===== config.mk =====
export PLATFORM = sky130hd
export DESIGN_NAME = rcs_ctrl
export DESIGN_NICKNAME = d
export VERILOG_FILES = /design/src/hdl/rcs_pkg.sv /design/src/hdl/rcs_ctrl.sv /design/src/hdl/rcs_sync.sv
export SDC_FILE = /design/constraint.sdc
export NUM_CORES = 1
export LEC_CHECK = 0
export ABC_AREA = 1
export ABC_CLOCK_PERIOD_IN_PS = 3700
export BUFFER_PORTS_ARGS = -buffer_cell sky130_fd_sc_hd__buf_4
export CAP_MARGIN = 30
export CELL_PAD_IN_SITES_DETAIL_PLACEMENT = 0
export CELL_PAD_IN_SITES_GLOBAL_PLACEMENT = 1
export CORE_MARGIN = 2
export CORE_UTILIZATION = 41
export CTS_CLUSTER_DIAMETER = 30
export DETAILED_ROUTE_END_ITERATION = 16
export PLACE_DENSITY_LB_ADDON = 0.12
export SYNTH_ARGS = -nofsm -noshare
export SYNTH_HDL_FRONTEND = slang
export SYNTH_SLANG_ARGS = --single-unit

===== constraint.sdc =====
create_clock -name mclk_in -period 3.7 [get_ports mclk_in]
set_input_delay 0.185 -clock mclk_in [delete_from_list [all_inputs] [get_ports mclk_in]]
set_output_delay 0.185 -clock mclk_in [all_outputs]
set_load 0.02 [all_outputs]

===== src/hdl/rcs_pkg.sv =====
// constants, register map and state type of the clock control block
package rcs_pkg;

    // ----------------------------------------
    // register offsets
    // ----------------------------------------
    localparam logic [3:0] ADDR_SECONDS = 4'h0;
    localparam logic [3:0] ADDR_ADJUST  = 4'h7;
    localparam logic [3:0] ADDR_CTRL1   = 4'hE;
    localparam logic [3:0] ADDR_CTRL2   = 4'hF;

    // ----------------------------------------
    // control_one fields
    // ----------------------------------------
    localparam int C1_WEEKLY_EN   = 7;
    localparam int C1_DAILY_EN    = 6;
    localparam int C1_HOUR24      = 5;
    localparam int C1_CLKOUT_DISB = 4;
    localparam int C1_TEST        = 3;
    localparam int C1_SEL_LEVEL   = 2;

    // ----------------------------------------
    // status_control_two fields
    // ----------------------------------------
    localparam int C2_THRESH_SEL  = 7;
    localparam int C2_SUPPLY_LOW  = 6;
    localparam int C2_OSC_GOOD    = 5;
    localparam int C2_POWER_ON    = 4;
    localparam int C2_CLKOUT_DISA = 3;
    localparam int C2_PERIODIC    = 2;
    localparam int C2_WEEKLY_FLAG = 1;
    localparam int C2_DAILY_FLAG  = 0;

    // ----------------------------------------
    // periodic selector codes
    // ----------------------------------------
    localparam logic [2:0] PER_OFF     = 3'h0;
    localparam logic [2:0] PER_LOW     = 3'h1;
    localparam logic [2:0] PER_2HZ     = 3'h2;
    localparam logic [2:0] PER_1HZ     = 3'h3;
    localparam logic [2:0] PER_SECOND  = 3'h4;
    localparam logic [2:0] PER_MINUTE  = 3'h5;
    localparam logic [2:0] PER_HOUR    = 3'h6;

    // ----------------------------------------
    // reset values
    // ----------------------------------------
    localparam logic [7:0] CTRL1_RESET  = 8'h00;
    localparam logic [6:0] ADJUST_RESET = 7'h00;

    // ----------------------------------------
    // divider and timing, in nanoseconds and oscillator cycles
    // ----------------------------------------
    localparam int          DIV_W          = 15;
    localparam logic [14:0] DIV_MAX        = 15'h7FFF;
    localparam int          DIV_2HZ_BIT    = 13;
    localparam int          DIV_1HZ_BIT    = 14;
    localparam int          OSC_PERIOD_NS  = 30518;
    localparam int          SEC_DELAY_NS   = 92000;
    localparam int          ALARM_DELAY_NS = 61000;
    localparam int          CORR_MAX_NS    = 3784000;
    localparam logic [1:0]  SEC_DLY_OSC    = 2'(SEC_DELAY_NS / OSC_PERIOD_NS);
    localparam logic [1:0]  ALARM_DLY_OSC  =
        2'((ALARM_DELAY_NS + OSC_PERIOD_NS - 1) / OSC_PERIOD_NS);
    localparam logic [14:0] CORR_MAX_OSC   = 15'(CORR_MAX_NS / OSC_PERIOD_NS);

    // ----------------------------------------
    // state of the control block
    // ----------------------------------------
    typedef struct packed {
        logic [7:0]       ctrl1;
        logic [6:0]       adj;
        logic             supply_threshold_select;
        logic             supply_low_flag;
        logic             osc_good;
        logic             power_on_flag;
        logic             clkout_disable_a;
        logic             lvl;
        logic             per_low;
        logic [1:0]       afl;
        logic [1:0]       apend;
        logic [1:0][1:0]  acnt;
        logic [14:0]      div;
        logic [1:0]       sec_cnt;
        logic             sec_tick;
        logic             osc_d;
        logic             irq_a_n;
        logic             irq_b_n;
        logic             clk_out;
        logic [7:0]       rdata;
        logic [7:0]       hour_rd;
    } rcs_state_t;

    localparam rcs_state_t STATE_RESET = '{
        power_on_flag: 1'b1,
        irq_a_n:       1'b1,
        irq_b_n:       1'b1,
        default:       '0
    };

endpackage


===== src/hdl/rcs_ctrl.sv =====
// control, status and interrupt logic of the calendar clock
module rcs_ctrl (
    // clock and reset
    input  wire logic       mclk_in,
    input  wire logic       reset_n_in,
    // pins and analog sensors
    input  wire logic       osc_clk_in,
    input  wire logic       clock_out_control_pin_in,
    input  wire logic       supply_below_in,
    input  wire logic       osc_halt_in,
    // time counter events
    input  wire logic       weekly_match_in,
    input  wire logic       daily_match_in,
    input  wire logic       min_roll_in,
    input  wire logic       hour_roll_in,
    input  wire logic       month_roll_in,
    input  wire logic       adjust_tick_in,
    input  wire logic [5:0] hour24_in,
    // register port
    input  wire logic [3:0] reg_addr_in,
    input  wire logic [7:0] reg_wdata_in,
    input  wire logic       reg_wr_in,
    output logic      [7:0] reg_rdata_out,
    // outputs
    output logic      [7:0] hour_read_out,
    output logic            irq_out_a_n_out,
    output logic            irq_out_b_n_out,
    output logic            slow_clock_out,
    output logic            second_tick_out,
    output logic            hour_24_mode_out,
    output logic            test_mode_out,
    output logic            supply_threshold_select_out,
    output logic            supply_monitor_on_out,
    output logic      [6:0] freq_adjust_out
);

    // ----------------------------------------
    // decode functions
    // ----------------------------------------
    function automatic logic per_low_f(input logic [2:0] code,
                                       input logic [14:0] div,
                                       input logic lvl);
        unique case (code)
            rcs_pkg::PER_OFF: per_low_f = 1'b0;
            rcs_pkg::PER_LOW: per_low_f = 1'b1;
            rcs_pkg::PER_2HZ: per_low_f = !div[rcs_pkg::DIV_2HZ_BIT];
            rcs_pkg::PER_1HZ: per_low_f = !div[rcs_pkg::DIV_1HZ_BIT];
            default:          per_low_f = lvl;
        endcase
    endfunction

    function automatic logic [7:0] hour_f(input logic [5:0] h, input logic h24);
        logic [4:0] b;
        logic [4:0] p;
        b = 5'(h[5:4]) * 5'h0A + 5'(h[3:0]);
        p = b - 5'h0C;
        if (h24 || (b != 5'h00 && b < 5'h0C)) begin
            hour_f = {2'b00, h};
        end else if (b == 5'h00) begin
            hour_f = 8'h12;
        end else if (b == 5'h0C) begin
            hour_f = 8'h32;
        end else if (p >= 5'h0A) begin
            hour_f = 8'h30 | {4'h0, 4'(p - 5'h0A)};
        end else begin
            hour_f = 8'h20 | {4'h0, 4'(p)};
        end
    endfunction

    // ----------------------------------------
    // synchronised pins
    // ----------------------------------------
    logic [3:0] pin_s;

    rcs_sync #(
        .WIDTH (4)
    ) u_sync (
        .clk_in     (mclk_in),
        .reset_n_in (reset_n_in),
        .async_in   ({osc_clk_in, clock_out_control_pin_in, supply_below_in,
                      osc_halt_in}),
        .sync_out   (pin_s)
    );

    // ----------------------------------------
    // state
    // ----------------------------------------
    rcs_pkg::rcs_state_t st;
    rcs_pkg::rcs_state_t next_st;
    logic                osc_edge;
    logic                wr_c2;
    logic                lvl_event;
    logic [14:0]         step;
    logic [1:0]          match;

    always_comb begin
        next_st = st;
        osc_edge = pin_s[3] && !st.osc_d;
        wr_c2 = reg_wr_in && reg_addr_in == rcs_pkg::ADDR_CTRL2;
        match = {daily_match_in, weekly_match_in};
        step = '0;
        lvl_event = 1'b0;
        next_st.osc_d = pin_s[3];
        next_st.sec_tick = 1'b0;
        // sub-second divider and delayed seconds increment
        if (osc_edge) begin
            if (st.sec_cnt != 2'h0) begin
                next_st.sec_cnt = st.sec_cnt - 2'h1;
                next_st.sec_tick = st.sec_cnt == 2'h1;
            end
            if (st.div == rcs_pkg::DIV_MAX) begin
                next_st.div = '0;
                next_st.sec_cnt = rcs_pkg::SEC_DLY_OSC;
            end else begin
                next_st.div = st.div + 15'h0001;
            end
        end
        // frequency correction moves the divider within the low half
        if (adjust_tick_in && !st.div[rcs_pkg::DIV_1HZ_BIT] && st.adj[5:1] != 5'h00) begin
            step = {8'h00, st.adj[5:0] - 6'h01, 1'b0};
            if (step > rcs_pkg::CORR_MAX_OSC) begin
                step = rcs_pkg::CORR_MAX_OSC;
            end
            if (!st.adj[6]) begin
                next_st.div = st.div + step;
            end else if (st.div >= step) begin
                next_st.div = st.div - step;
            end
        end
        if (reg_wr_in && reg_addr_in == rcs_pkg::ADDR_SECONDS) begin
            next_st.div = '0;
            next_st.sec_cnt = 2'h0;
        end
        // register writes
        if (reg_wr_in && reg_addr_in == rcs_pkg::ADDR_ADJUST) begin
            next_st.adj = reg_wdata_in[6:0];
        end
        if (reg_wr_in && reg_addr_in == rcs_pkg::ADDR_CTRL1) begin
            next_st.ctrl1 = reg_wdata_in;
        end
        if (wr_c2) begin
            next_st.supply_threshold_select = reg_wdata_in[rcs_pkg::C2_THRESH_SEL];
            next_st.osc_good = reg_wdata_in[rcs_pkg::C2_OSC_GOOD];
            next_st.clkout_disable_a = reg_wdata_in[rcs_pkg::C2_CLKOUT_DISA];
            if (!reg_wdata_in[rcs_pkg::C2_SUPPLY_LOW]) begin
                next_st.supply_low_flag = 1'b0;
            end
            if (!reg_wdata_in[rcs_pkg::C2_POWER_ON]) begin
                next_st.power_on_flag = 1'b0;
            end
            if (!reg_wdata_in[rcs_pkg::C2_PERIODIC] && st.ctrl1[rcs_pkg::C1_SEL_LEVEL]) begin
                next_st.lvl = 1'b0;
            end
            if (!reg_wdata_in[rcs_pkg::C2_WEEKLY_FLAG]) begin
                next_st.afl[0] = 1'b0;
            end
            if (!reg_wdata_in[rcs_pkg::C2_DAILY_FLAG]) begin
                next_st.afl[1] = 1'b0;
            end
        end
        // events, an event wins over a register write
        if (pin_s[1]) begin
            next_st.supply_low_flag = 1'b1;
        end
        if (pin_s[0]) begin
            next_st.osc_good = 1'b0;
        end
        unique case (next_st.ctrl1[1:0])
            2'h0: lvl_event = 1'b1;
            2'h1: lvl_event = min_roll_in;
            2'h2: lvl_event = hour_roll_in;
            2'h3: lvl_event = month_roll_in;
        endcase
        if (next_st.sec_tick && next_st.ctrl1[rcs_pkg::C1_SEL_LEVEL] && lvl_event) begin
            next_st.lvl = 1'b1;
        end
        for (int i = 0; i < 2; i++) begin
            if (match[i] && next_st.ctrl1[rcs_pkg::C1_WEEKLY_EN - i]) begin
                next_st.apend[i] = 1'b1;
                next_st.acnt[i] = 2'h0;
            end else if (st.apend[i] && osc_edge) begin
                if (st.acnt[i] == rcs_pkg::ALARM_DLY_OSC - 2'h1) begin
                    next_st.afl[i] = 1'b1;
                    next_st.apend[i] = 1'b0;
                end else begin
                    next_st.acnt[i] = st.acnt[i] + 2'h1;
                end
            end
            if (!next_st.ctrl1[rcs_pkg::C1_WEEKLY_EN - i]) begin
                next_st.afl[i] = 1'b0;
                next_st.apend[i] = 1'b0;
            end
        end
        // power-on state clears control bits
        if (next_st.power_on_flag) begin
            next_st.ctrl1 = rcs_pkg::CTRL1_RESET;
            next_st.adj = rcs_pkg::ADJUST_RESET;
            next_st.supply_threshold_select = 1'b0;
            next_st.supply_low_flag = 1'b0;
            next_st.clkout_disable_a = 1'b0;
            next_st.lvl = 1'b0;
            next_st.afl = 2'b00;
            next_st.apend = 2'b00;
        end
        // outputs
        next_st.per_low = per_low_f(next_st.ctrl1[2:0], next_st.div, next_st.lvl);
        next_st.irq_a_n = !(next_st.per_low || next_st.afl[1]);
        next_st.irq_b_n = !next_st.afl[0];
        next_st.clk_out = pin_s[3] && pin_s[2] &&
            !(next_st.ctrl1[rcs_pkg::C1_CLKOUT_DISB] && next_st.clkout_disable_a);
        next_st.hour_rd = hour_f(hour24_in, next_st.ctrl1[rcs_pkg::C1_HOUR24]);
        unique case (reg_addr_in)
            rcs_pkg::ADDR_ADJUST: next_st.rdata = {1'b0, st.adj};
            rcs_pkg::ADDR_CTRL1:  next_st.rdata = st.ctrl1;
            rcs_pkg::ADDR_CTRL2:  next_st.rdata = {st.supply_threshold_select,
                                                   st.supply_low_flag, st.osc_good,
                                                   st.power_on_flag, st.clkout_disable_a,
                                                   st.per_low, st.afl[0], st.afl[1]};
            default:              next_st.rdata = 8'h00;
        endcase
    end

    always_ff @(posedge mclk_in or negedge reset_n_in) begin
        if (!reset_n_in) begin
            st <= rcs_pkg::STATE_RESET;
        end else begin
            st <= next_st;
        end
    end

    assign reg_rdata_out = st.rdata;
    assign hour_read_out = st.hour_rd;
    assign irq_out_a_n_out = st.irq_a_n;
    assign irq_out_b_n_out = st.irq_b_n;
    assign slow_clock_out = st.clk_out;
    assign second_tick_out = st.sec_tick;
    assign hour_24_mode_out = st.ctrl1[rcs_pkg::C1_HOUR24];
    assign test_mode_out = st.ctrl1[rcs_pkg::C1_TEST];
    assign supply_threshold_select_out = st.supply_threshold_select;
    assign supply_monitor_on_out = !st.supply_low_flag;
    assign freq_adjust_out = st.adj;
endmodule


===== src/hdl/rcs_sync.sv =====
// two-stage synchroniser for inputs from outside the clock domain
module rcs_sync #(
    parameter int WIDTH = 1
) (
    // clock and reset
    input  wire logic             clk_in,
    input  wire logic             reset_n_in,
    // levels
    input  wire logic [WIDTH-1:0] async_in,
    output logic      [WIDTH-1:0] sync_out
);

    logic [WIDTH-1:0] meta;

    always_ff @(posedge clk_in or negedge reset_n_in) begin
        if (!reset_n_in) begin
            meta     <= '0;
            sync_out <= '0;
        end else begin
            meta     <= async_in;
            sync_out <= meta;
        end
    end

endmodule


Word-level counts from Yosys, hierarchy flattened --
Cells that the tools add are included.
Storage, ports and cells: bits in read-only memories 0, output and inout port bits 31, bits in latches 0, word-level logic and storage cells 167, bits in registers 76, RAM bits 0, memories 0
Operators by class: add/subtract/negate cells 10, muxes and demuxes 54, $mul 1, bitwise logic cells 0, $lt $le $gt $ge 4, div/mod/pow operators 0, reductions and logical operators 51, equality and inequality tests 21, shift operators 0
Operators with widths (number):
- $mux 15 | 5
- $mux 17 | 2
- $mux 1 | 24
- $pmux 8 s3 | 1
- $logic_and 1x1->1 | 18
- $mux 18 | 1
- $mux 2 | 9
- $mux 6 | 3
- $ne 4x2->1 const B | 4
- $reduce_bool 2->1 | 8
- $add 15x1->15 const B | 1
- $add 15x15->15 | 1
- $eq 15x15->1 const B | 1
- $ge 15x15->1 | 1
- $sub 15x15->15 | 1
- $mux 7 | 2
- $reduce_and 2->1 | 6
- $mux 5 | 2
- $reduce_bool 5->1 | 2
- $logic_not 1->1 | 9
- $eq 2x1->1 const B | 4
- $eq 4x4->1 const B | 2
- $mux 8 | 1
- $pmux 1 s4 | 2
- other kinds (25) | 31

Longest topological paths before layout --
Gate-level depths: netlist of run 1.
word-level depth 13, gate-level depth with buffers 25

Cells and area by module --
From an unflattened synthesis of run 1, not the netlist that was laid out.
Second synthesis, totals: cells, all modules 717, area total of the unflattened synthesis 5250.0 um^2
By module, submodules not included:
- rcs_ctrl | times used 1, area each 5049.8 um^2, cells an instance 709, sequential area each 1655.3 um^2
- rcs_sync | times used 1, area each 200.2 um^2, cells an instance 8, sequential area each 200.2 um^2

Worst setup path before layout of run 1 --
OpenSTA, ideal clock, no wires.
path type register -> register, start reg st (netlist bit freq_adjust_out[3]), end reg st[35] (netlist name), slack 0.732 ns, path buffers 0, stages on the path, launching flop included 18, data arrival time 2.895 ns, clock period less this slack 2.968 ns, setup time 0.072 ns, cells stage by stage dfrtp_1 > nor4_1 > nand2_1 > xor2_1 > inv_1 > nand4_1 > o21ai_0 > inv_1 > fa_1 > nand2_1 > nand2_1 > and2_1 > a21oi_1 > nand2_1 > xor2_1 > o211ai_1 > o21ai_0 > nor2_1
RTL lines:
- start, declared | line rcs_ctrl.sv:88 | rcs_pkg::rcs_state_t st;
- start signal, assigned | line rcs_ctrl.sv:225 | st <= rcs_pkg::STATE_RESET;
- start signal, assigned | line rcs_ctrl.sv:227 | st <= next_st;

==> results.sh, run 1 <==
export IMPL_die_h_um=117
export IMPL_core_area_um2=12600
export IMPL_synth_seq_cells=74
export IMPL_worst_slack_ns=0.335
export IMPL_place_area_um2=5690
export IMPL_timing_rr_start="freq_adjust_out[1]$_DFFE_PN0P_"
export IMPL_fmax_mhz=297
export IMPL_initialDrtViolationCount=376
export IMPL_min_path_cells=3
export IMPL_drcViolationCount=0
export IMPL_yosys_top_cells_area="dfrtp_1 34%, nand2_1 12%, inv_1 8.3%"
export IMPL_die_area_um2=13800
export IMPL_n_fill_cell=1273
export IMPL_rsz0062_at_grt="false"
export IMPL_grt_pass1_vias=4723
export IMPL_finalHoldViolCount=0
export IMPL_cts_buffer_depth=2
export IMPL_maxCapViolCount=0
export IMPL_drive_gt1_share_pct=15.0
export IMPL_antenna_diode_count=0
export IMPL_finalCritPeriodShare_pct=90.9
export IMPL_drtAntennaViolNets=0
export IMPL_slew_headroom_pct=60.1
export IMPL_gr_total_overflow=0
export IMPL_p_leak_nw=3.18
export IMPL_grtUsageTotal_pct=22.6
export IMPL_min_to="st[43]$_DFFE_PN0P_"
export IMPL_rr_worst_depth=18
export IMPL_htree_levels=3
export IMPL_yosysTopAreaCell="dfrtp_1"
export IMPL_final_max_slew_violation_count=0
export IMPL_areaGrowthSynthToFinish_pct=16.8
export IMPL_synthFlopType="dfrtp_1"
export IMPL_io_pins=62
export IMPL_cp_max_fo=3
export IMPL_crit_required_ns=3.97
export IMPL_min_path_type="in -> reg"
export IMPL_syn_inst=729
export IMPL_clk_latency_ns=0.33
export IMPL_clock_sinks=74
export IMPL_dp_hpwl_mm=11.5
export IMPL_cts_tree="built"
export IMPL_reg2reg_setup_slack_ns=0.33
export IMPL_gp_congestion=0.939
export IMPL_fin_util_pct=48.9
export IMPL_arrival_ns=3.63
export IMPL_wl_per_cell_um=15.4
export IMPL_skew_ns=0.00844
export IMPL_grt_max_degree=75
export IMPL_worstMarginPinSlew_ns=0.598
export IMPL_avgSynthCellArea_um2=7.22
export IMPL_clk_pin_slew_worst_paths_ns=0.06
export IMPL_synthDominantCellAreaShare_pct=33.8
export IMPL_outcome="finished clean"
export IMPL_synth_edff_count=0
export IMPL_vias=4754
export IMPL_antenna_found_initial=0
export IMPL_row_count=41
export IMPL_min_from="daily_match_in"
export IMPL_place_ws_ns=0.267
export IMPL_endpoint_kind="flip-flop"
export IMPL_crit_type="reg -> reg"
export IMPL_start_util_pct=41.9
export IMPL_die_w_um=117
export IMPL_cts_root_buf="clkbuf_16"
export IMPL_syn_area_um2=5260
export IMPL_drt_total_wl_mm=14.6
export IMPL_synth_commonest_cells="164 x nand2_1, 117 x inv_1, 71 x dfrtp_1"
export IMPL_layout_min_cycle_time_ns=3.37
export IMPL_via_per_inst=5.00
export IMPL_final_cell_area_um2=6140
export IMPL_cts_buffers=9
export IMPL_finalSetupViolCount=0
export IMPL_ys_seq_area_share_pct=35.3
export IMPL_synth_most_common_cell="nand2_1"
export IMPL_grt_pass1_wl_mm=23.7
export IMPL_yosysWarnings=0
export IMPL_fin_setup_tns_ns=0
export IMPL_p_per_area_nw_per_um2=714
export IMPL_r2r_end="st[35]$_DFF_PN0_"
export IMPL_ir_drop_uv=301
export IMPL_dr_pass1_iters=5
export IMPL_cp_start_kind="flip-flop"
export IMPL_portBuffers=59
export IMPL_fin_nets=832
export IMPL_yosys_cell_types_count=50
export IMPL_async_flop_share_pct=100
[repair_timing]
action                                  CTS  global route
hold endpoints to repair                  5            71
resized for setup                         0            10
endpoints found under the setup margin    0            17
setup buffers                             0             1
hold buffers                              5             1
[metal layers]
metal / track usage, % / routed length, µm / up-vias
li1: - / - / 2397
met1: 29.3 / 6310 / 2224
met2: 38.6 / 7220 / 100
met3: 2.88 / 583 / 33
met4: 8.86 / 488 / 0
met5: 0 / 0 / -
[critical path, cell delays in order, from the launching register on]
cell and delay [ns]:
dfrtp_1 0.43, nor4_4 0.31, nand2_1 0.09, xor2_1 0.17, inv_1 0.09, nand4_1 0.18, nor2_2 0.20, ha_1 0.16
inv_1 0.08, fa_1 0.39, nand2_1 0.10, nand2_1 0.09, and2_1 0.17, a21oi_1 0.25, nand2_1 0.10, xor2_1 0.15
o211ai_1 0.15, o21ai_0 0.10, nor2_1 0.10
[worst max-delay path by stage]
stage                     slack [ns]                            from  cells past startpoint                         to
final                           0.33  freq_adjust_out[1]$_DFFE_PN0P_                     18           st[35]$_DFF_PN0_
after floorplan                 0.73  freq_adjust_out[3]$_DFFE_PN0P_                     17           st[35]$_DFF_PN0_
after global placement          0.32  freq_adjust_out[3]$_DFFE_PN0P_                     17           st[33]$_DFF_PN0_
after CTS                       0.25  freq_adjust_out[3]$_DFFE_PN0P_                     17           st[35]$_DFF_PN0_
after global routing            0.01  freq_adjust_out[1]$_DFFE_PN0P_                     25  irq_out_a_n_out$_DFF_PN1_
after detailed placement        0.27  freq_adjust_out[3]$_DFFE_PN0P_                     17           st[35]$_DFF_PN0_
[stage by stage]
step                instances  total power [W]  hold WS (ns)
floorplan                 730          0.00280        -0.111
global placement          926          0.00340         0.295
detailed placement        926          0.00339         0.296
CTS                       947          0.00437        0.0393
global route              950          0.00478        0.0999
finish                    950          0.00438        0.0926
[layout make-up]
class,instances,area [µm²],area share (%)
clock buffers,11,243,3.95
clock inverters,5,86.3,1.41
inverters,125,472,7.68
multi-input cells,493,2710,44.1
flip-flops and latches,74,1860,30.2
well taps,172,215,3.50
repair buffers,70,561,9.12
[logic make-up (layout without fill, tap and decap cells)]
| kind of cell | after synthesis | in the layout | synth area share (%) |
|---|---|---|---|
| and+or+nand+nor | 325 | 325 | 26.6 |
| buffers and inverters | 163 | 211 | 13.9 |
| AOI/OAI and AO/OA | 112 | 112 | 12.7 |
| DFF | 74 | 74 | 35.3 |
| adders and majority gates | 28 | 28 | 7.09 |
| xor gates and xnor gates | 25 | 25 | 4.16 |
| other | 1 | 2 | 0.0713 |
| muxes | 1 | 1 | 0.190 |
[registers in the layout, indices dropped and copies added, names as in the netlist]
| name | cells |
|---|---|
| hour_read_out | 6 |
| irq_out_a_n_out | 1 |
| hour_24_mode_out | 1 |
| supply_threshold_select_out | 1 |
| slow_clock_out | 1 |
| u_sync.sync_out | 4 |
| irq_out_b_n_out | 1 |
| second_tick_out | 1 |
| freq_adjust_out | 7 |
| test_mode_out | 1 |
| st | 38 |
| u_sync.meta | 4 |
| reg_rdata_out | 8 |
[where the power goes]
part | switching [W] | internal (W)
logic | 0.00143 | 0.000782
clock network | 0.000338 | 0.000614
registers | 0.000229 | 0.000994
[layout by cell type (no fill, tap or decap), drive strengths merged, types with 3 or more instances in the layout]
cell type	instances
a21oi	36
nand2	171
o211ai	7
xor2	22
fa	3
nor3	14
dlygate4sd3	6
o221ai	4
clkinv	4
inv	124
clkbuf	11
nand4	10
dfrtp	71
o21ai	38
xnor2	3
buf	64
a211oi	3
ha	25
o22ai	8
nand3	52
dfstp	3
nor2	72
a31oi	7
Power figures use the tool's default switching activity.
==> inputs of run 2 (changes only) <==
Settings changed: CTS_BUF_LIST set to sky130_fd_sc_hd__clkbuf_8 sky130_fd_sc_hd__clkbuf_16, CTS_CLUSTER_DIAMETER 30 to unset, RECOVER_POWER set to 100.
==> run 2 against run 1 <==
Effect of this change: the run now ends with max-capacitance violations, max-slew violations left; core utilization fell by 1.4 points; sequential power barely moved; total power down 1.3%; clock power decreased by 0.6%; sequential cell count did not move; fmax is 0.68% higher; die area is the same; via count is 0.90% higher; count of clock-buffer cells in the layout shrank 1; hold slack better by 0.00054 ns; critical path type unchanged.
==> results.sh, run 2 (same netlist as run 1, synthesis figures left out) <==
export IMPL_outcome="finished, violations left"
export IMPL_violations="max-capacitance violations, max-slew violations"
export IMPL_io_pins=62
export IMPL_crit_path_cell_trace="nor4_4 > nand2_1 > xor2_1 > inv_1 > nand4_1 > nor2_2 > ha_1 > inv_1 > fa_1 > nand2_1 > nand2_1 > and2_1 > a21oi_1 > nand2_1 > xor2_1 > o211ai_1 > o21ai_0 > nor2_1"
export IMPL_fin_nets=832
export IMPL_timing_rr_start="freq_adjust_out[1]$_DFFE_PN0P_"
export IMPL_areaGrowthSynthToFinish_pct=13.5
export IMPL_arrival_ns=3.61
export IMPL_multi_input_area_um2=2670
export IMPL_hold_ws_ns=0.0932
export IMPL_met1_length_mm=6.53
export IMPL_cts_buffers=9
export IMPL_htree_levels=3
export IMPL_antenna_found_initial=0
export IMPL_die_area_um2=13800
export IMPL_drtAntennaViolNets=0
export IMPL_grt_max_degree=75
export IMPL_fin_util_pct=47.5
export IMPL_routed_wl_met3_um=482
export IMPL_slowest_delay_ns=0.43
export IMPL_maxCapViolCount=1
export IMPL_p_total_w=0.00433
export IMPL_worst_path_most_repeated_cell="nand2_1"
export IMPL_cp_max_fo=3
export IMPL_via_per_inst=5.05
export IMPL_fin_setup_tns_ns=0
export IMPL_grt_pass1_vias=4723
export IMPL_final_max_slew_violation_count=75
export IMPL_initialDrtViolationCount=323
export IMPL_fmax_mhz=299
export IMPL_cp_start_kind="flip-flop"
export IMPL_worstMarginPinSlew_ns=1.81
export IMPL_vias=4797
export IMPL_wl_per_cell_um=15.5
export IMPL_clk_pin_slew_worst_paths_ns=0.06
export IMPL_ff_latch_area_um2=1860
export IMPL_slew_headroom_pct=-20.4
export IMPL_min_from="daily_match_in"
export IMPL_path_delay_family="simple AND/OR/NAND/NOR gates"
export IMPL_min_to="st[43]$_DFFE_PN0P_"
export IMPL_clock_sinks=74
export IMPL_dr_pass1_iters=5
export IMPL_final_cell_mix="165 x nand2_1, 119 x inv_1, 71 x dfrtp_1, 68 x nor2_1, 51 x nand3_1"
export IMPL_rr_worst_depth=18
export IMPL_crit_required_ns=3.96
export IMPL_grt_pass1_wl_mm=23.7
export IMPL_drt_total_wl_mm=14.7
export IMPL_dr_wl_met2_mm=7.21
export IMPL_row_count=41
export IMPL_largest_reg_flops=38
export IMPL_skew_ns=0.00863
export IMPL_layout_min_cycle_time_ns=3.34
export IMPL_core_area_um2=12600
export IMPL_largest_register="st"
export IMPL_rsz0062_at_grt="false"
export IMPL_finalCritPeriodShare_pct=90.3
export IMPL_final_cell_area_um2=5970
export IMPL_drcViolationCount=0
export IMPL_reg2reg_setup_slack_ns=0.36
export IMPL_cts_buffer_depth=2
export IMPL_drive_gt1_share_pct=9.77
export IMPL_portBuffers=59
export IMPL_p_leak_nw=3.05
export IMPL_highest_layer="met4"
export IMPL_die_h_um=117
export IMPL_r2r_end="st[35]$_DFF_PN0_"
export IMPL_die_w_um=117
export IMPL_p_per_area_nw_per_um2=725
export IMPL_crit_type="reg -> reg"
export IMPL_endpoint_kind="flip-flop"
export IMPL_worst_path_buf_inv=2
export IMPL_antenna_diode_count=0
export IMPL_place_area_um2=5690
export IMPL_finalHoldViolCount=0
export IMPL_min_path_cells=3
export IMPL_cts_root_buf="clkbuf_16"
export IMPL_start_util_pct=41.9
export IMPL_grtUsageTotal_pct=22.6
export IMPL_min_path_type="in -> reg"
export IMPL_cts_tree="built"
export IMPL_gr_total_overflow=0
export IMPL_n_fill_cell=1318
export IMPL_clk_latency_ns=0.33
export IMPL_final_common_cell="nand2_1"
export IMPL_finalSetupViolCount=0
export IMPL_ir_drop_uv=302
export IMPL_gp_congestion=0.939
export IMPL_slowest_stage="dfrtp_1"
export IMPL_dp_hpwl_mm=11.5
run 2: changes by cell type in the layout (fill, tap and decap cells not counted), moves of 3 or more:
cell,before,now
buf_4,63,27
clkbuf_1,1,30
inv_1,115,119
clkbuf_4,0,6
inv_2,7,4
run 2: metrics by stage:
step | setup WS, ns | instances
5_1_grt | 0.0115 | 950
2_1_floorplan | 0.732 | 730
3_5_place_dp | 0.267 | 926
3_3_place_gp | 0.322 | 926
4_1_cts | 0.251 | 947
6_report | 0.358 | 950
run 2: per-layer routing:
| metal | up-vias | track usage, % |
|---|---|---|
| met5 | - | 0 |
| met4 | 0 | 8.86 |
| met3 | 34 | 2.88 |
| met2 | 117 | 38.6 |
| met1 | 2246 | 29.3 |
| li1 | 2400 | - |
run 2: repair_timing:
action | CTS | global route
endpoints found under the hold margin | 5 | 71
hold buffers | 5 | 1
resized for setup | 0 | 10
buffers inserted | 0 | 1
setup endpoints to repair | 0 | 17
run 2: layout make-up:
type,count,area share [%]
multi-input cells,493,44.8
flip-flops and latches,74,31.1
inverters,125,7.90
repair buffers,70,7.12
clock buffers,10,4.00
well taps,172,3.60
clock inverters,6,1.51
run 2: how the worst max path moves through the flow:
stage / cells after the start / slack [ns] / endpoint / startpoint
2_1_floorplan: 17 / 0.73 / st[35]$_DFF_PN0_ / freq_adjust_out[3]$_DFFE_PN0P_
3_3_place_gp: 17 / 0.32 / st[33]$_DFF_PN0_ / freq_adjust_out[3]$_DFFE_PN0P_
3_5_place_dp: 17 / 0.27 / st[35]$_DFF_PN0_ / freq_adjust_out[3]$_DFFE_PN0P_
4_1_cts: 17 / 0.25 / st[35]$_DFF_PN0_ / freq_adjust_out[3]$_DFFE_PN0P_
5_1_grt: 25 / 0.01 / irq_out_a_n_out$_DFF_PN1_ / freq_adjust_out[1]$_DFFE_PN0P_
6_report: 18 / 0.36 / st[35]$_DFF_PN0_ / freq_adjust_out[1]$_DFFE_PN0P_
run 2: worst reg2reg max path, cell delays in order, from the launching register on:
cell      delay (ns)
dfrtp_1         0.43
nor4_4          0.30
nand2_1         0.09
xor2_1          0.17
inv_1           0.09
nand4_1         0.18
nor2_2          0.20
ha_1            0.16
inv_1           0.08
fa_1            0.39
nand2_1         0.10
nand2_1         0.09
and2_1          0.17
a21oi_1         0.25
nand2_1         0.10
xor2_1          0.15
o211ai_1        0.15
o21ai_0         0.10
nor2_1          0.10
run 2: where the power goes:
part	total [W]	switching (W)	internal (W)
logic	0.00216	0.00143	0.000731
registers	0.00123	0.000233	0.000992
clock network	0.000945	0.000335	0.000611
total	0.00433	0.00200	0.00233
==> inputs of run 3 (changes only) <==
Settings changed: ABC_AREA 1 to unset, MAX_ROUTING_LAYER set to met4, TNS_END_PERCENT set to 30.
==> run 3 against run 2 <==
Effect of this change: the flow finishes with violations (max-capacitance violations, max-slew violations, negative setup slack); first-iteration DRC count grew 6.2%; wire length grew 0.72%; clock power shrank 1%; area after synthesis shrank 2.6%; worst setup slack lost 0.44 ns; register-to-register slack lost 0.44 ns; sequential cell count is the same; sequential power shrank 12%; clock skew shrank 0.0034 ns; largest cell class unchanged.
==> results.sh, run 3 <==
export IMPL_outcome="finished, violations left"
export IMPL_violations="max-capacitance violations, max-slew violations, negative setup slack"
export IMPL_avgSynthCellArea_um2=9.04
export IMPL_cp_max_fo=3
export IMPL_synth_most_common_cell="dfrtp_1"
export IMPL_cts_root_buf="clkbuf_16"
export IMPL_antenna_found_initial=0
export IMPL_worst_slack_ns=-0.0813
export IMPL_arrival_ns=4.01
export IMPL_synthFlopType="dfrtp_1"
export IMPL_drcViolationCount=0
export IMPL_yosys_area_share_adder_pct=7.27
export IMPL_antenna_diode_count=0
export IMPL_synth_compound_area_share_pct=21.3
export IMPL_start_util_pct=42.3
export IMPL_synthXorXnorAreaFrac_pct=3.93
export IMPL_dr_pass1_iters=5
export IMPL_timing_rr_start="freq_adjust_out[1]$_DFFE_PN0P_"
export IMPL_finalSetupViolCount=5
export IMPL_async_flop_share_pct=100
export IMPL_gr_total_overflow=0
export IMPL_dp_hpwl_mm=10.7
export IMPL_worst_path_most_repeated_cell="nor4_2"
export IMPL_slowest_delay_ns=0.41
export IMPL_fin_nets=695
export IMPL_crit_type="reg -> reg"
export IMPL_multi_input_area_um2=3070
export IMPL_syn_area_um2=5130
export IMPL_final_max_slew_violation_count=70
export IMPL_path_delay_family="simple AND/OR/NAND/NOR gates"
export IMPL_final_cell_mix="71 x dfrtp_1, 64 x buf_4, 51 x nand2_1, 41 x a21oi_1"
export IMPL_clk_latency_ns=0.34
export IMPL_portBuffers=59
export IMPL_skew_ns=0.00527
export IMPL_r2r_end="st[46]$_DFF_PN0_"
export IMPL_die_area_um2=13400
export IMPL_p_total_w=0.00374
export IMPL_drt_total_wl_mm=14.8
export IMPL_initialDrtViolationCount=343
export IMPL_fmax_mhz=264
export IMPL_cts_buffers=9
export IMPL_p_comb_share_pct=46.0
export IMPL_synth_commonest_cells="71 x dfrtp_1, 51 x nand2_1, 44 x a21oi_1"
export IMPL_synthMuxAreaShare_pct=2.78
export IMPL_slowest_stage="dfrtp_1"
export IMPL_cp_start_kind="flip-flop"
export IMPL_grt_pass1_vias=4240
export IMPL_crit_path_cell_trace="inv_1 > ha_2 > nor3b_4 > xor2_1 > nand2_1 > nor4_2 > buf_4 > ha_4 > inv_2 > fa_2 > and3b_2 > or3_4 > a31oi_1 > o2111ai_1 > a31oi_2 > nor4_2 > o21a_1"
export IMPL_vias=4523
export IMPL_core_area_um2=12100
export IMPL_grtUsageTotal_pct=23.4
export IMPL_endpoint_kind="flip-flop"
export IMPL_cts_tree="built"
export IMPL_via_per_inst=5.59
export IMPL_p_per_area_nw_per_um2=593
export IMPL_yosysTopAreaCell="dfrtp_1"
export IMPL_worst_path_buf_inv=3
export IMPL_wl_per_cell_um=18.3
export IMPL_row_count=40
export IMPL_min_path_type="in -> reg"
export IMPL_gp_congestion=0.957
export IMPL_areaGrowthSynthToFinish_pct=22.9
export IMPL_die_w_um=116
export IMPL_grt_max_degree=75
export IMPL_die_h_um=116
export IMPL_crit_required_ns=3.93
export IMPL_grt_pass1_wl_mm=23.1
export IMPL_p_sw_share_pct=39.4
export IMPL_rr_worst_depth=17
export IMPL_clock_power_share_pct=25.0
export IMPL_yosys_top_cells_area="dfrtp_1 35%, ha_1 6.1%, a21oi_1 4.3%"
export IMPL_reg2reg_setup_slack_ns=-0.08
export IMPL_final_common_cell="dfrtp_1"
export IMPL_finalCritPeriodShare_pct=102
export IMPL_ff_latch_area_um2=1860
export IMPL_drtAntennaViolNets=0
export IMPL_finalHoldViolCount=0
export IMPL_io_pins=62
export IMPL_synth_seq_cells=74
export IMPL_largest_reg_flops=38
export IMPL_place_area_um2=5750
export IMPL_p_sw_w=0.00147
export IMPL_slew_headroom_pct=-17.3
export IMPL_ir_drop_uv=285
export IMPL_ys_seq_area_share_pct=36.2
export IMPL_synth_top_family_by_area="compound AO/OA/AOI/OAI gates"
export IMPL_n_fill_cell=1183
export IMPL_maxCapViolCount=1
export IMPL_rsz0062_at_grt="true"
export IMPL_largest_register="st"
export IMPL_syn_inst=567
export IMPL_worstMarginPinSlew_ns=1.76
export IMPL_cts_buffer_depth=2
export IMPL_yosys_cell_types_count=82
export IMPL_min_from="reg_wdata_in[4]"
export IMPL_layout_min_cycle_time_ns=3.78
export IMPL_synthDominantCellAreaShare_pct=34.7
export IMPL_min_path_cells=2
export IMPL_p_leak_nw=2.80
export IMPL_synthSimpleGateAreaFrac_pct=20.2
export IMPL_synth_edff_count=0
export IMPL_final_cell_area_um2=6300
export IMPL_clk_pin_slew_worst_paths_ns=0.06
export IMPL_htree_levels=3
export IMPL_clock_sinks=74
export IMPL_internal_power_w=0.00226
export IMPL_min_to="supply_threshold_select_out$_DFFE_PN0P_"
export IMPL_drive_gt1_share_pct=23.7
export IMPL_yosysWarnings=0
export IMPL_seqPwrFrac_pct=29.0
## run 3: cell count changes after synthesis, moves of 8 or more
cell      delta
inv_1       -80
xnor2_1     +10
nand3_1     -30
nor2b_1      +8
nand2b_1     +8
clkbuf_1    +13
nand2_1    -113
nor2_1      -28
o21ai_0     -12
a22oi_1      +8
mux2i_1     +11
xor2_1      -12
a21oi_1      +9
## run 3: layout make-up
| class | count | share of cell area, % |
|---|---|---|
| inverters | 37 | 2.24 |
| clock buffers | 9 | 3.57 |
| repair buffers | 103 | 11.3 |
| multi-input cells | 411 | 48.7 |
| clock inverters | 7 | 1.41 |
| well taps | 168 | 3.34 |
| flip-flops and latches | 74 | 29.4 |
## run 3: worst reg2reg max path, cell delays in order (launching register included)
cell and delay [ns]:
dfrtp_1 0.41, inv_1 0.07, ha_2 0.17, nor3b_4 0.18, xor2_1 0.19, nand2_1 0.11
nor4_2 0.34, buf_4 0.19, ha_4 0.13, inv_2 0.04, fa_2 0.36, and3b_2 0.24
or3_4 0.34, a31oi_1 0.18, o2111ai_1 0.16, a31oi_2 0.28, nor4_2 0.09, o21a_1 0.19
## run 3: how the worst max path moves through the flow
stage	depth (start not counted)	end	slack, ns	from
floorplan	16	irq_out_a_n_out$_DFF_PN1_	0.04	freq_adjust_out[0]$_DFFE_PN0P_
global route	17	st[46]$_DFF_PN0_	-0.20	freq_adjust_out[1]$_DFFE_PN0P_
finish	17	st[46]$_DFF_PN0_	-0.08	freq_adjust_out[1]$_DFFE_PN0P_
CTS	13	irq_out_a_n_out$_DFF_PN1_	0.009	freq_adjust_out[2]$_DFFE_PN0P_
detailed placement	15	st[33]$_DFF_PN0_	-0.08	freq_adjust_out[1]$_DFFE_PN0P_
global placement	12	st[33]$_DFF_PN0_	0.06	freq_adjust_out[2]$_DFFE_PN0P_
## run 3: what timing repair did
| item | CTS | global route |
|---|---|---|
| buffers inserted | 0 | 7 |
| cloned | 0 | 0 |
| hold buffers | 5 | 1 |
| setup endpoints to repair | 8 | 14 |
| hold endpoints to repair | 5 | 71 |
| gates resized for setup | 4 | 43 |
| pin swaps | 2 | 25 |
## run 3: logic make-up (layout without fill, tap and decap cells)
group                      after synthesis  after routing
and+or+nand+nor                        194            194
AOI/OAI and AO/OA                      150            150
buffers and inverters                   83            156
DFF                                     74             74
adders and majority gates               28             28
xor gates and xnor gates                23             23
muxes                                   14             14
other                                    1              2
## run 3: stage by stage
step / hold WS (ns) / cells / worst slack (ns) / utilization, % / setup TNS (ns)
6_report: 0.0712 / 809 / -0.0813 / 52.0 / -0.189
3_3_place_gp: 0.294 / 779 / 0.0612 / 47.4 / 0
5_1_grt: 0.0614 / 809 / -0.203 / 52.0 / -1.67
2_1_floorplan: -0.111 / 568 / 0.0355 / - / 0
3_5_place_dp: 0.295 / 779 / -0.0842 / 47.4 / -0.272
4_1_cts: 0.0467 / 800 / 0.00869 / 50.6 / 0
## run 3: power groups by stage
stage | combinational (W) | sequential (W) | clock, W
after floorplan | 0.00114 | 0.00102 | 0
after global placement | 0.00149 | 0.00108 | 0
after detailed placement | 0.00152 | 0.00109 | 0
after CTS | 0.00155 | 0.00107 | 0.000958
after global routing | 0.00189 | 0.00110 | 0.000993
final | 0.00172 | 0.00108 | 0.000935
## run 3: per-layer routing
metal | vias up | track usage, % | share of wire (%)
li1 | 2147 | - | -
met1 | 2232 | 33.1 | 47
met2 | 131 | 35.0 | 46
met3 | 13 | 4.76 | 5.7
met4 | 0 | 4.84 | 1.1
met5 | - | - | 0
